[config.mk]
export PLATFORM = sky130hd
export DESIGN_NAME = ccum_regs
export DESIGN_NICKNAME = d
export VERILOG_FILES = /design/src/ccum_pkg.sv /design/src/ccum_ram.sv /design/src/ccum_regs.sv
export SDC_FILE = /design/constraint.sdc
export NUM_CORES = 1
export LEC_CHECK = 0
export BUFFER_PORTS_ARGS = -buffer_cell sky130_fd_sc_hd__buf_4
export CORE_UTILIZATION = 55
export DETAILED_ROUTE_END_ITERATION = 16
export GPL_ROUTABILITY_DRIVEN = 0
export PLACE_DENSITY = 0.72
export SLEW_MARGIN = 20
export SYNTH_ARGS = -nofsm -noshare
export SYNTH_HDL_FRONTEND = slang
export SYNTH_HIERARCHICAL = 1
export SYNTH_SLANG_ARGS = --single-unit
export TNS_END_PERCENT = 5
[constraint.sdc]
create_clock -name i_ref_clk -period 4.8 [get_ports i_ref_clk]
set_input_delay 0.24 -clock i_ref_clk [delete_from_list [all_inputs] [get_ports i_ref_clk]]
set_output_delay 0.24 -clock i_ref_clk [all_outputs]
set_load 0.03 [all_outputs]
[src/ccum_pkg.sv]
/*
  ccum_pkg: shared constants and carriers for the upper register map
  and the reset behaviour of the core control registers.
  Assumes a 7-bit decoded map (the address msb is never decoded) and
  byte-wide host data.
*/
package ccum_pkg;

  // decoded address width and internal ram size
  localparam int unsigned ADDR_W = 7;
  localparam int unsigned RAM_BYTES = 80;
  localparam int unsigned RAM_AW = 7;

  // low-map control registers
  localparam logic [6:0] ADDR_MODE = 7'h00;
  localparam logic [6:0] ADDR_CMD = 7'h01;
  localparam logic [6:0] ADDR_STAT = 7'h02;
  localparam logic [6:0] ADDR_IRQ = 7'h03;

  // upper map
  localparam logic [6:0] ADDR_PEEK0 = 7'h1b;
  localparam logic [6:0] ADDR_PEEK1 = 7'h1c;
  localparam logic [6:0] ADDR_RX_CNT = 7'h1d;
  localparam logic [6:0] ADDR_RBSA = 7'h1e;
  localparam logic [6:0] ADDR_CDR = 7'h1f;
  localparam logic [6:0] ADDR_RAM_LO = 7'h20;
  localparam logic [6:0] ADDR_RAM_HI = 7'h6f;
  localparam logic [6:0] ADDR_ZERO_LO = 7'h70;

  // receive fifo window and the byte that follows a standard message
  localparam logic [5:0] PEEK_OFS = 6'h0b;

  // values after a hardware reset
  localparam logic [7:0] MODE_HW = 8'h01;
  localparam logic [7:0] STAT_HW = 8'h3c;
  localparam logic [7:0] IRQ_HW = 8'h00;
  localparam logic [7:0] RBSA_HW = 8'h00;
  localparam logic [7:0] CDR_HW = 8'h00;

  // interrupt bit that survives entry into reset mode
  localparam int unsigned IRQ_EW_BIT = 2;
  localparam logic [7:0] IRQ_KEEP_MASK = 8'h04;

  // clock divider bits that change only in reset mode
  localparam logic [7:0] CDR_LOCK_MASK = 8'he8;

  // mode register layout
  typedef struct packed {
    logic [2:0] rsv;
    logic sleep_bit;
    logic filter_select_bit;
    logic self_test_bit;
    logic listen_only_bit;
    logic reset_mode_bit;
  } ccum_mode_s;

  // status register layout
  typedef struct packed {
    logic bus_off_flag;
    logic error_flag;
    logic transmit_status;
    logic receive_status;
    logic transmission_complete_flag;
    logic transmit_buffer_released_flag;
    logic overrun_flag;
    logic receive_buffer_full_flag;
  } ccum_stat_s;

  // command strobe layout
  typedef struct packed {
    logic [2:0] rsv;
    logic self_reception_request;
    logic clear_overrun_cmd;
    logic release_receive_buffer_cmd;
    logic abort_transmission_cmd;
    logic transmit_request_cmd;
  } ccum_cmd_s;

endpackage : ccum_pkg

[src/ccum_ram.sv]
/*
  ccum_ram: the 80-byte internal ram (receive fifo, transmit buffer,
  free bytes) with one write port and two combinational read ports.
  Assumes the owner arbitrates the single write port.
*/
`timescale 1ns/1ns
module ccum_ram import ccum_pkg::*; (
  // clock
  input wire logic i_ref_clk,
  // write port
  input wire logic i_we,
  input wire logic [RAM_AW-1:0] i_waddr,
  input wire logic [7:0] i_wdata,
  // read ports
  input wire logic [RAM_AW-1:0] i_raddr_a,
  output logic [7:0] o_rdata_a,
  input wire logic [RAM_AW-1:0] i_raddr_b,
  output logic [7:0] o_rdata_b
);

  // storage, contents undefined after power-up
  logic [7:0] mem [RAM_BYTES];

  // byte write
  always_ff @(posedge i_ref_clk) begin
    if (i_we) begin
      mem[i_waddr] <= i_wdata;
    end
  end

  // reads; an address past the ram size returns x, which callers leave unused
  assign o_rdata_a = mem[i_raddr_a];
  assign o_rdata_b = mem[i_raddr_b];

endmodule : ccum_ram

[src/ccum_regs.sv]
/*
  ccum_regs: upper register map (27..127, aliased above 128) and the
  control registers whose reset behaviour is defined here: mode,
  command, status and interrupt flags.
  Assumes a byte-wide host port synchronous to i_ref_clk and a protocol
  engine that drives the status, interrupt and ram engine inputs.
*/
// Notes on behaviour
// - address msb ignored, upper half aliases low
// - 32..111 map ram, writable in reset only
// - 27/28 peek fifo bytes after current message, read zero in reset mode
// - start pointer writable only in reset mode
// - locked divider bits change only in reset
// - setting reset bit aborts traffic, enters reset
// - clearing reset bit resumes the selected mode
// - mode reset values for hardware and entry
// - command bits always read zero after resets
// - status reset values, some kept on entry
// - interrupt flags cleared, warning kept on entry
// - separate decoding for operating and reset mode
`timescale 1ns/1ns
module ccum_regs import ccum_pkg::*; (
  // clock and reset
  input wire logic i_ref_clk,
  input wire logic i_rst,
  // host register port
  input wire logic [7:0] i_addr,
  input wire logic i_wr,
  input wire logic i_rd,
  input wire logic [7:0] i_wdata,
  output logic [7:0] o_rdata,
  // protocol engine events and state
  input wire logic i_bus_off,
  input wire logic i_stat_wr,
  input wire ccum_stat_s i_stat,
  input wire logic [7:0] i_irq_set,
  input wire logic [7:0] i_rx_msg_count,
  // protocol engine ram port
  input wire logic i_eng_we,
  input wire logic [RAM_AW-1:0] i_eng_addr,
  input wire logic [7:0] i_eng_wdata,
  output logic [7:0] o_eng_rdata,
  // control outputs
  output ccum_mode_s o_mode,
  output ccum_cmd_s o_cmd,
  output logic [7:0] o_cdr,
  output logic [7:0] o_rbsa,
  output logic o_abort,
  output logic o_resume
);

  // registers
  ccum_mode_s mode_r, mode_nxt; // mode register
  ccum_stat_s stat_r, stat_nxt; // status register
  logic [7:0] irq_r, irq_nxt; // interrupt flags
  logic [7:0] rbsa_r, rbsa_nxt; // receive buffer start pointer
  logic [7:0] cdr_r, cdr_nxt; // clock divider
  ccum_cmd_s cmd_r, cmd_nxt; // one-cycle command strobes
  logic [7:0] rdata_r, rdata_nxt; // host read data
  logic abort_r, resume_r; // mode change pulses

  // address decode on the low seven bits only
  logic [6:0] a7;
  assign a7 = i_addr[6:0];

  logic rm;
  assign rm = mode_r.reset_mode_bit;

  // select lines
  logic sel_mode, sel_cmd, sel_stat, sel_irq;
  logic sel_peek0, sel_peek1, sel_cnt, sel_rbsa, sel_cdr;
  logic sel_ram, sel_zero;
  assign sel_mode = (a7 == ADDR_MODE);
  assign sel_cmd = (a7 == ADDR_CMD);
  assign sel_stat = (a7 == ADDR_STAT);
  assign sel_irq = (a7 == ADDR_IRQ);
  assign sel_peek0 = (a7 == ADDR_PEEK0);
  assign sel_peek1 = (a7 == ADDR_PEEK1);
  assign sel_cnt = (a7 == ADDR_RX_CNT);
  assign sel_rbsa = (a7 == ADDR_RBSA);
  assign sel_cdr = (a7 == ADDR_CDR);
  assign sel_ram = (a7 >= ADDR_RAM_LO) && (a7 <= ADDR_RAM_HI);
  assign sel_zero = (a7 >= ADDR_ZERO_LO);

  // write enables; start pointer and ram writes gated by reset mode
  logic wr_mode, wr_cmd, wr_rbsa, wr_cdr, wr_ram;
  assign wr_mode = i_wr && sel_mode;
  assign wr_cmd = i_wr && sel_cmd;
  assign wr_rbsa = i_wr && sel_rbsa && rm;
  assign wr_cdr = i_wr && sel_cdr;
  assign wr_ram = i_wr && sel_ram && rm;

  // ram addressing: host window, then fifo peek bytes
  logic [RAM_AW-1:0] host_ram_addr;
  logic [5:0] peek_idx;
  logic [RAM_AW-1:0] host_raddr;
  logic [7:0] ram_rdata;
  assign host_ram_addr = a7 - ADDR_RAM_LO;
  // fifo index wraps at 64 bytes behind the current message
  assign peek_idx = rbsa_r[5:0] + PEEK_OFS + {5'h00, sel_peek1};
  assign host_raddr = (sel_peek0 || sel_peek1) ? {1'b0, peek_idx} :
                      host_ram_addr;

  // single write port: host in reset mode, engine in operating mode
  logic ram_we;
  logic [RAM_AW-1:0] ram_waddr;
  logic [7:0] ram_wdata;
  assign ram_we = wr_ram || (i_eng_we && !rm);
  assign ram_waddr = wr_ram ? host_ram_addr : i_eng_addr;
  assign ram_wdata = wr_ram ? i_wdata : i_eng_wdata;

  ccum_ram u_ram (
    .i_ref_clk (i_ref_clk),
    .i_we (ram_we),
    .i_waddr (ram_waddr),
    .i_wdata (ram_wdata),
    .i_raddr_a (host_raddr),
    .o_rdata_a (ram_rdata),
    .i_raddr_b (i_eng_addr),
    .o_rdata_b (o_eng_rdata)
  );

  // reset mode entry and exit
  logic enter_rm, leave_rm;
  assign enter_rm = mode_nxt.reset_mode_bit && !rm;
  assign leave_rm = !mode_nxt.reset_mode_bit && rm;

  // mode register next value
  always_comb begin
    mode_nxt = mode_r;
    if (wr_mode) begin
      if (rm) begin
        // reset mode decoding: every mode field is writable
        mode_nxt = ccum_mode_s'(i_wdata);
      end else begin
        // operating mode: only sleep and reset bits move
        mode_nxt.sleep_bit = i_wdata[4];
        mode_nxt.reset_mode_bit = i_wdata[0];
      end
      mode_nxt.rsv = 3'h0;
    end
    if (i_bus_off) begin
      // bus-off forces reset mode
      mode_nxt.reset_mode_bit = 1'b1;
    end
    if (mode_nxt.reset_mode_bit && !rm) begin
      // entry keeps filter, self-test and listen-only
      mode_nxt.sleep_bit = 1'b0;
      mode_nxt.rsv = 3'h0;
    end
  end

  // command strobes last one cycle and never read back
  assign cmd_nxt = (wr_cmd && !enter_rm) ?
                   ccum_cmd_s'({3'h0, i_wdata[4:0]}) : '0;

  // status register next value
  always_comb begin
    stat_nxt = stat_r;
    if (i_stat_wr && !rm) begin
      stat_nxt = i_stat;
    end
    if (enter_rm) begin
      // bus-off, error and complete are kept on entry
      stat_nxt.transmit_status = 1'b1;
      stat_nxt.receive_status = 1'b1;
      stat_nxt.transmit_buffer_released_flag = 1'b1;
      stat_nxt.overrun_flag = 1'b0;
      stat_nxt.receive_buffer_full_flag = 1'b0;
    end
  end

  // interrupt flags: read clears, a new event wins over the clear
  logic irq_rd;
  assign irq_rd = i_rd && sel_irq;
  always_comb begin
    irq_nxt = irq_r;
    if (irq_rd) begin
      irq_nxt = 8'h00;
    end
    irq_nxt = irq_nxt | i_irq_set;
    if (enter_rm) begin
      // only the error warning flag survives entry
      irq_nxt = irq_nxt & IRQ_KEEP_MASK;
    end
  end

  // pointer and divider next values
  assign rbsa_nxt = wr_rbsa ? i_wdata : rbsa_r;
  // locked divider bits keep their value outside reset mode
  assign cdr_nxt = !wr_cdr ? cdr_r :
                   rm ? i_wdata :
                   ((cdr_r & CDR_LOCK_MASK) |
                    (i_wdata & ~CDR_LOCK_MASK));

  // read multiplexer; reset mode decodes 27/28 as zero
  logic [7:0] peek_data;
  assign peek_data = rm ? 8'h00 : ram_rdata;
  always_comb begin
    rdata_nxt = rdata_r;
    if (i_rd) begin
      rdata_nxt = 8'h00;
      if (sel_mode) begin
        rdata_nxt = mode_r;
      end else if (sel_stat) begin
        rdata_nxt = stat_r;
      end else if (sel_irq) begin
        rdata_nxt = irq_r;
      end else if (sel_peek0 || sel_peek1) begin
        rdata_nxt = peek_data;
      end else if (sel_cnt) begin
        rdata_nxt = i_rx_msg_count;
      end else if (sel_rbsa) begin
        rdata_nxt = rbsa_r;
      end else if (sel_cdr) begin
        rdata_nxt = cdr_r;
      end else if (sel_ram) begin
        rdata_nxt = ram_rdata;
      end
    end
  end

  // control registers with their hardware reset values
  always_ff @(posedge i_ref_clk) begin
    if (i_rst) begin
      mode_r <= ccum_mode_s'(MODE_HW);
      stat_r <= ccum_stat_s'(STAT_HW);
      irq_r <= IRQ_HW;
      cmd_r <= '0;
    end else begin
      mode_r <= mode_nxt;
      stat_r <= stat_nxt;
      irq_r <= irq_nxt;
      cmd_r <= cmd_nxt;
    end
  end

  // configuration and read data
  always_ff @(posedge i_ref_clk) begin
    if (i_rst) begin
      rbsa_r <= RBSA_HW;
      cdr_r <= CDR_HW;
      rdata_r <= 8'h00;
    end else begin
      rbsa_r <= rbsa_nxt;
      cdr_r <= cdr_nxt;
      rdata_r <= rdata_nxt;
    end
  end

  // mode change pulses toward the protocol engine
  always_ff @(posedge i_ref_clk) begin
    if (i_rst) begin
      abort_r <= 1'b0;
      resume_r <= 1'b0;
    end else begin
      abort_r <= enter_rm;
      resume_r <= leave_rm;
    end
  end

  // outputs
  assign o_rdata = rdata_r;
  assign o_mode = mode_r;
  assign o_cmd = cmd_r;
  assign o_cdr = cdr_r;
  assign o_rbsa = rbsa_r;
  assign o_abort = abort_r;
  assign o_resume = resume_r;
endmodule : ccum_regs

; ---- Yosys cells after proc, flatten, opt, wreduce, memory -nomap -nowiden
; Memory sizes are Yosys's and may differ from the RTL's.
; Index checks and enable logic that the tools add are counted.
[totals]
ramBits = 640
elab_cells = 84
in_bits = 62
ff_bits = 55
memories = 1
out_inout_bits = 50
[memory_table]
columns = name, depth, word_bits, read_ports, rd_ports_with_merged_regs, wr, line_no
row1 = u_ram.mem, 80, 8, 2, 0, 1, ccum_ram.sv:22  ; logic [7:0] mem [RAM_BYTES];
[classes]
n_eq_ne = 8
muxes = 18
n_bitwise = 3
order_cmp = 2
addsub = 3
n_reduce_logical = 23
[ops]
columns = operator, count
row1 = two-way mux 8 bit, 12
row2 = "equality test 7 x 5 -> 1 bit, second input constant", 5
row3 = "equality test 7 x 2 -> 1 bit, second input constant", 2
row4 = logical AND 1 bit, 14
row5 = two-way mux 7 bit, 2
row6 = bitwise OR 8 x 5 -> 8 bit, 1
row7 = bitwise OR 8 bit, 1
row8 = "equality test 7 x 1 -> 1 bit, second input constant", 1
row9 = "greater-or-equal comparator 7 x 6 -> 1 bit, second input constant", 1
row10 = "<= comparator 7 bit, second input constant", 1
row11 = zero test 7 bit, 1
row12 = "subtractor 7 x 6 -> 7 bit, second input constant", 1
row13 = adder 6 x 1 -> 6 bit, 1
row14 = "adder 6 x 4 -> 6 bit, second input constant", 1
row15 = two-way mux 1 bit, 4
row16 = OR reduction 2 bit, 2
row17 = zero test 1 bit, 3
row18 = logical OR 1 bit, 2
row19 = AND reduction 2 bit, 1
row20 = NOT 1 bit, 1

; ---- Depth between registers and ports, before layout
; Gate-level depths: netlist of the first run.
; An unclocked memory read counts as a cell.
[depth]
word_depth = 12
depth_mapped = 22
mapped_depth_nobuf = 17

; ---- Hierarchy
; Netlist of the first run, hierarchy kept.
[modules_own_cells]
columns = mod, area_each_um2, cells_each, seq_area_each_um2, n_inst
row1 = ccum_ram, 29806.1, 1454, 19218.4, 1
row2 = ccum_regs, 3071.7, 365, 1041.0, 1

; ---- Worst setup path after synthesis of the first run
; No wires, ideal clock.
[synth_timing]
kind = input port to flip-flop
startpoint = in i_addr[5]
endpoint = reg rdata_r[0], in the netlist o_rdata[0]
setup_ns = 0.103
path_stages = 20
required_ns = 4.697
arrival_ns = 4.015
n_path_buf = 3
path_slack_ns = 0.682
path_cell_list = nor4bb_1 buf_2 and2_1 clkbuf_1 nand2_1 ha_1 ha_1 inv_1 a21oi_1 xnor2_1 mux2_2 clkbuf_1 nor3b_1 a22oi_1 nand4_1 a22oi_1 nand2_1 o21ai_0 or3_1 a2111oi_2
[synth_via]
elab_chain_len = 12
elab_cells_between_ends = 25
classes_between = 2 x add/sub / 2 x order compare / 7 x eq/ne / 10 x mux / 3 x reduce/logical / 1 x memory
[synth_rtl]
columns = item, line_no
row1 = from (decl), ccum_regs.sv:27  ; input wire logic [7:0] i_addr,
row2 = "equality test 7 x 5 -> 1 bit, on equally long branches", "ccum_regs.sv:78, ccum_regs.sv:77"
row3 = adder 6 x 1 -> 6 bit / logical OR 1 bit (equally long branches), "ccum_regs.sv:100, ccum_regs.sv:101"
row4 = two-way mux 7 bit (*), ccum_regs.sv:101  ; assign host_raddr = (sel_peek0 || sel_peek1) ? {1'b0, peek_idx} :
row5 = net host_raddr[4], ccum_regs.sv:96  ; logic [RAM_AW-1:0] host_raddr;
row6 = memory (80 x 8 bit) (*), -
row7 = net ram_rdata[0], ccum_regs.sv:97  ; logic [7:0] ram_rdata;
row8 = two-way mux 8 bit, ccum_regs.sv:217  ; end else if (sel_ram) begin
row9 = two-way mux 8 bit, ccum_regs.sv:215  ; end else if (sel_cdr) begin
row10 = two-way mux 8 bit, ccum_regs.sv:213  ; end else if (sel_rbsa) begin
row11 = two-way mux 8 bit, ccum_regs.sv:211  ; end else if (sel_cnt) begin
row12 = two-way mux 8 bit (*), ccum_regs.sv:209  ; end else if (sel_peek0 || sel_peek1) begin
row13 = two-way mux 8 bit (*), ccum_regs.sv:207  ; end else if (sel_irq) begin
row14 = two-way mux 8 bit (*), ccum_regs.sv:205  ; end else if (sel_stat) begin
row15 = two-way mux 8 bit (*), ccum_regs.sv:203  ; if (sel_mode) begin
row16 = to (signal assigned), ccum_regs.sv:247  ; rdata_r <= rdata_nxt;
row17 = to (decl), ccum_regs.sv:59  ; logic [7:0] rdata_r, rdata_nxt;
; Mark *: on every way through the listed nets, which the timed path passes. The rest lies on a longest branch.
; A chain may end at the register's enable or synchronous reset.

; ---- Final worst setup path of the first run
[layout_timing]
startpoint = in i_addr[5]
endpoint = reg rdata_r[2], in the netlist o_rdata[2]
; The elaborated chain is that of the path after synthesis.

==> results.py, run 1 <==
metrics = {
    "synthesis": {
        "synth_area_leaders": "edfxtp_1 (58%), mux4_2 (23%), dfxtp_1 (3.2%)",
        "synth_xor_area_frac": 0.00107,
        "ys_ff_latch": 692,
        "synthMuxAreaShare": 0.266,
        "ys_warn_count": 6,
        "synth_top_family_by_area": "multiplexers",
        "seq_area_frac_synth": 0.616,
        "yosysMostFrequentCell": "edfxtp_1",
        "synth_top_area_share": 0.585,
        "synth.distinct_cells": 58,
        "synth_edf_count": 640,
        "syn_inst": 1819,
        "synthArstFlopShare": 0,
        "ys.flop_type": "edfxtp_1",
        "yosys.area_share.simple": 0.0456,
        "synth_top_cell_by_area": "edfxtp_1",
        "synth_compound_area_frac": 0.0441,
        "yosys-top-cells-count": "edfxtp_1 (640), mux4_2 (336), nor2_1 (143)",
        "synth.cell_area_sq_mm": 0.0329,
        "avgSynthCellArea_sq_um": 18.1,
        "yosys.area_share.adder": 0.00152,
    },
    "pwr": {
        "power_w": 0.0136,
        "peakVddDrop_uv": 340,
        "p_per_area_mw_per_mm2": 361,
        "leakage_nw": 12.5,
    },
    "floorplan": {
        "io_pins": 112,
        "core_sq_mm": 0.0590,
        "die_h_um": 246,
        "start_util": 0.557,
        "row_count": 89,
        "design.die.area_sq_mm": 0.0608,
        "die_w_um": 246,
    },
    "cells_and_area": {
        "post_route_cells_drive_above_1_share": 0.344,
        "syn_to_final_growth_pct": 14.8,
        "fin_nets": 2101,
        "diodes": 0,
    },
    "clock_network": {
        "post_cts_buffers": 0,
        "cts_buffers": 73,
        "cts_sinks": 692,
        "ctsResizeCount": 0,
        "cts_buffer_depth": 3,
        "clk_latency_ns": 0.62,
        "clk_pin_slew_ns": 0.06,
        "htreeDepth": 3,
        "ctsRootBufferMaster": "clkbuf_16",
        "holdBufCountCts": 26,
        "cts_tree": "built",
    },
    "setup_path": {
        "cp_top_family": "simple AND/OR/NAND/NOR gates",
        "cp.arrival_ns": 4.70,
        "path_cells": "buf_4 -> nor4bb_1 -> and2_1 -> nand2_1 -> ha_1 -> ha_1 -> and3_1 -> o21ai_2 -> nor2_1 -> a221oi_1 -> nand2_1 -> nand2_1 -> o21ai_0 -> or3_1 -> a2111oi_2",
        "worstSetupStartpointType": "input pin",
        "crit_required_ns": 5.30,
        "r2r_setup_slack_ns": 0.61,
        "r2r_cells": 12,
        "critPathBufInv": 1,
        "max_stage_delay_ns": 0.74,
        "critPathMaxFanout": 13,
        "cpMostUsedCell": "nand2_1",
        "critPathSlowestCell": "o21ai_2",
        "path_class": "input pin to flop",
        "end_kind": "flop",
        "worst-path-stages": 15,
    },
    "routing": {
        "ant_nets": 0,
        "routed-via-count": 19900,
        "drc": 0,
        "viasPerCell": 6.96,
        "wirelength_um": 90600,
        "drtPass1Iterations": 7,
        "post_drt_wl_per_cell_um": 31.7,
        "drt-initial-drc-count": 2585,
    },
    "grt": {
        "grt_pass1_wl_um": 134000,
        "antenna_found_initial": 0,
        "grtUsageTotal": 0.306,
        "first_global_vias": 20100,
        "grt_max_degree": 64,
        "grt.overflow.total": 0,
    },
    "sta": {
        "worstMarginPinSlew_ns": 1.09,
        "setup_viol": 0,
        "fmax_mhz": 238,
        "finalClockSkew_ns": 0.0284,
        "setup-tns-final_ns": 0,
        "hold_viol": 0,
        "fin_crit_ns": 4.20,
        "rsz0062_at_grt": "false",
        "slew_headroom": 0.275,
        "slew_violations": 0,
        "fin_crit_sh": 0.874,
    },
    "run": {
        "maxCapViolCount": 0,
    },
    "worst_hold_path": {
        "hold_depth": 3,
        "holdCritPathClass": "input pin to flop",
    },
    "place": {
        "dp_hpwl_um": 60100,
        "numPortBuffers": 104,
    },
    "outcome": {
        "status": "finished clean",
    },
}
kinds of logic (layout without fill, tap and decap cells):
family / after synthesis / in the layout
AO/OA/AOI/OAI: 196 / 196
XOR/XNOR: 4 / 4
adder cells (fa/ha/maj): 4 / 4
buffers and inverters: 154 / 418
flip-flops: 692 / 692
multiplexers: 453 / 453
other: 1 / 6
AND/OR/NAND/NOR: 315 / 315
worst min-delay path, stage by stage:
cell and delay (ns):
buf_4 0.18, nor2_1 0.13, a2111oi_2 0.05
sequential cells by signal, summed over array words and instances (netlist names):
signal and count:
o_rbsa 8, o_rdata 8, o_resume 1, rm 1
stat_r 8, irq_r 8, o_abort 1, o_cmd 5
u_ram/mem 640, o_mode 4, o_cdr 8
report_power, final:
part	switching [W]	internal [W]
clock	0.00229	0.00325
sequential	0.0000149	0.00668
combinational	0.000836	0.000546
worst paths after layout:
| check | from | endpoint |
|---|---|---|
| max | i_addr[5] | o_rdata[2]$_SDFFE_PP0P_ |
| min | i_rd | o_rdata[0]$_SDFFE_PP0P_ |
| max reg2reg | o_rbsa[0]$_SDFFE_PP0P_ | o_rdata[2]$_SDFFE_PP0P_ |
| min reg2reg | irq_r[5]$_SDFF_PP0_ | irq_r[5]$_SDFF_PP0_ |
per-stage QoR:
stage	setup WS [ns]	instances	util	hold slack, ns	area, sq um
6_report	0.603	2861	0.640	0.0300	37800
5_1_grt	0.491	2861	0.640	0.0263	37800
4_1_cts	0.675	2861	0.639	0.00556	37700
3_5_place_dp	0.101	2707	0.596	0.451	35200
3_3_place_gp	0.164	2707	0.596	0.448	35200
2_1_floorplan	0.682	1824	-	0.317	32900
cell type report:
type	instances	area (sq um)
sequential	692	20300
inverter	14	52.6
clock buffer	88	1950
timing repair buffer	276	2300
clock inverter	40	373
multi-input combinational	978	11900
tap	773	967
fill	4042	21300
routing by layer:
layer  track usage  vias up  share of wire
li1              -     8085              -
met4         0.107        0          0.039
met3        0.0581      232           0.10
met2         0.495     1251           0.49
met5             0        -              0
met1         0.420    10300           0.36
cells in the final DEF, fill, tap and decap left out, types with 4 or more instances in the layout:
cell type	n
a2111oi_2	5
a211o_1	4
a21oi_1	28
a221oi_1	21
a22oi_1	93
and3b_1	7
buf_12	12
buf_4	236
bufinv_16	7
clkbuf_1	12
clkbuf_16	76
clkinv_1	20
clkinv_2	8
conb_1	6
dfxtp_1	52
dlygate4sd3_1	26
edfxtp_1	640
ha_1	4
inv_1	14
mux2_2	15
mux2i_1	99
mux4_2	336
nand2_1	64
nand2b_1	6
nand3_1	11
nand4_1	17
nor2_1	142
nor2b_1	19
nor3_1	13
nor3b_1	4
o211ai_1	4
o21ai_0	19
o31ai_1	5
or3_1	9
No activity file was read; power rests on OpenSTA's default activity.
==> run 2: changes to the inputs <==
--- a/config.mk
+++ b/config.mk
@@ -6,10 +6,10 @@
 export NUM_CORES = 1
 export LEC_CHECK = 0
 export BUFFER_PORTS_ARGS = -buffer_cell sky130_fd_sc_hd__buf_4
-export CORE_UTILIZATION = 55
+export CORE_UTILIZATION = 45
 export DETAILED_ROUTE_END_ITERATION = 16
 export GPL_ROUTABILITY_DRIVEN = 0
-export PLACE_DENSITY = 0.72
+export PLACE_DENSITY = 0.61
 export SLEW_MARGIN = 20
 export SYNTH_ARGS = -nofsm -noshare
 export SYNTH_HDL_FRONTEND = slang
==> run 2 against run 1 <==
Power is 0.48% lower. Critical endpoint unchanged. Non-clock buffer count stayed put. Worst hold slack about the same. Die area increased by 22%. Wire length is 3.3% higher. Clock-buffer cell count up 13.
==> results.py, run 2 (synthesis results as in run 1) <==
metrics = {
    "setup_path": {
        "crit_required_ns": 5.28,
        "critPathSlowestCell": "mux4_2",
        "cp_top_family": "compound AO/OA/AOI/OAI gates",
        "critPathMaxFanout": 20,
        "end_kind": "flop",
        "worstSetupStartpointType": "flop",
        "path_cells": "inv_1 -> ha_1 -> or3_1 -> a21oi_4 -> buf_12 -> mux4_2 -> a22oi_1 -> nand4_1 -> a22oi_1 -> nand2_1 -> buf_4 -> a221oi_1 -> a2111oi_2",
        "path_class": "flop to flop",
        "cp.arrival_ns": 4.78,
        "cpMostUsedCell": "a22oi_1",
        "critPathBufInv": 3,
        "max_stage_delay_ns": 0.54,
    },
    "floorplan": {
        "start_util": 0.458,
        "design.die.area_sq_mm": 0.0741,
        "row_count": 98,
        "die_h_um": 272,
        "io_pins": 112,
        "die_w_um": 272,
        "core_sq_mm": 0.0719,
    },
    "cells_and_area": {
        "fin_nets": 2102,
        "final_util": 0.529,
        "regArea_sq_mm": 0.0203,
        "syn_to_final_growth_pct": 15.6,
        "final_area_sq_mm": 0.0380,
        "multi_input_area_sq_mm": 0.0119,
        "layout_commonest_cell": "edfxtp_1",
        "post_route_cells_drive_above_1_share": 0.345,
        "largest_register_ffs": 640,
        "layout_common_cells": "edfxtp_1 (640), mux4_2 (336), buf_4 (234)",
        "fillers": 5780,
        "diodes": 0,
        "top_register": "u_ram/mem",
    },
    "pwr": {
        "p_int_w": 0.0104,
        "clkPwrFrac": 0.404,
        "p_sw_w": 0.00319,
        "power_frac_comb": 0.102,
        "seqPwrFrac": 0.494,
        "leakage_nw": 12.5,
        "p_per_area_mw_per_mm2": 357,
        "power_w": 0.0136,
        "peakVddDrop_uv": 314,
        "power.share.switching": 0.235,
    },
    "sta": {
        "fmax_mhz": 233,
        "fin_crit_sh": 0.896,
        "slew_violations": 0,
        "hold_viol": 0,
        "fin_crit_ns": 4.30,
        "setup-tns-final_ns": 0,
        "hold-worst-slack_ns": 0.0299,
        "finalClockSkew_ns": 0.0193,
        "slew_headroom": 0.289,
        "worstMarginPinSlew_ns": 1.06,
        "setup_viol": 0,
        "rsz0062_at_grt": "false",
    },
    "grt": {
        "grt_max_degree": 69,
        "met1_usage": 0.346,
        "grtUsageTotal": 0.255,
        "first_global_vias": 19900,
        "busiest_layer": "met2",
        "grt.overflow.total": 0,
        "grt.met3_usage": 0.0427,
        "grt_pass1_wl_um": 137000,
        "antenna_found_initial": 0,
        "met2_usage": 0.417,
    },
    "worst_hold_path": {
        "holdCritPathClass": "input pin to flop",
    },
    "clock_network": {
        "cts_tree": "built",
        "cts_sinks": 692,
        "clk_pin_slew_ns": 0.06,
        "ctsRootBufferMaster": "clkbuf_16",
        "cts_buffers": 74,
        "cts_buffer_depth": 3,
        "clk_latency_ns": 0.62,
        "htreeDepth": 3,
    },
    "place": {
        "numPortBuffers": 104,
        "dp_hpwl_um": 61800,
        "place_area_sq_mm": 0.0354,
    },
    "routing": {
        "post_drt_wl_per_cell_um": 30.8,
        "drtPass1Iterations": 5,
        "viasPerCell": 6.43,
        "drt-initial-drc-count": 2101,
        "ant_nets": 0,
        "wirelength_um": 93700,
        "drc": 0,
        "routed-via-count": 19600,
    },
    "run": {
        "maxCapViolCount": 0,
    },
    "outcome": {
        "status": "finished clean",
    },
}
==> run 2: area by class of cell <==
class                   count  share of cell area
flip-flops and latches    692               0.533
multi-input cells         978               0.312
repair buffers            276              0.0612
clock buffers             101              0.0544
well taps                 950              0.0313
clock inverters            32             0.00636
inverters                  14             0.00138
==> run 2: power groups by stage <==
stage | registers (W) | logic, W | clock network (W)
6_report | 0.00669 | 0.00139 | 0.00547
5_1_grt | 0.00669 | 0.00146 | 0.00580
3_5_place_dp | 0.00682 | 0.00137 | 0
4_1_cts | 0.00669 | 0.00138 | 0.00558
3_3_place_gp | 0.00682 | 0.00134 | 0
2_1_floorplan | 0.00683 | 0.000849 | 0
==> run 2: per-layer routing <==
layer  part of all wire  vias up
met5                  0        -
li1                   -     8075
met3              0.068      174
met2               0.50      839
met4              0.035        0
met1               0.40    10500
==> run 2: per-stage QoR <==
| stage | std cells | worst slack [ns] |
|---|---|---|
| floorplan | 1824 | 0.682 |
| global placement | 2884 | 0.180 |
| detailed placement | 2884 | 0.182 |
| CTS | 3043 | 0.598 |
| global route | 3043 | 0.424 |
| finish | 3043 | 0.501 |
==> run 2: timing repair <==
action / in CTS / in global routing
setup buffers: 0 / 0
gates resized for setup: 0 / 0
hold buffers: 26 / 0
hold endpoints to repair: 43 / 0
endpoints found under the setup margin: 0 / 0
==> run 2: final timing paths <==
| kind | slack [ns] | end | startpoint | depth (start not counted) |
|---|---|---|---|---|
| setup reg to reg | 0.50 | o_rdata[2]$_SDFFE_PP0P_ | o_rbsa[0]$_SDFFE_PP0P_ | 13 |
| hold reg to reg | 0.51 | stat_r[0]$_SDFFE_PP0P_ | stat_r[0]$_SDFFE_PP0P_ | 2 |
| setup / recovery | 0.50 | o_rdata[2]$_SDFFE_PP0P_ | o_rbsa[0]$_SDFFE_PP0P_ | 13 |
| hold / removal | 0.03 | o_cdr[7]$_SDFFE_PP0P_ | i_rst | 2 |
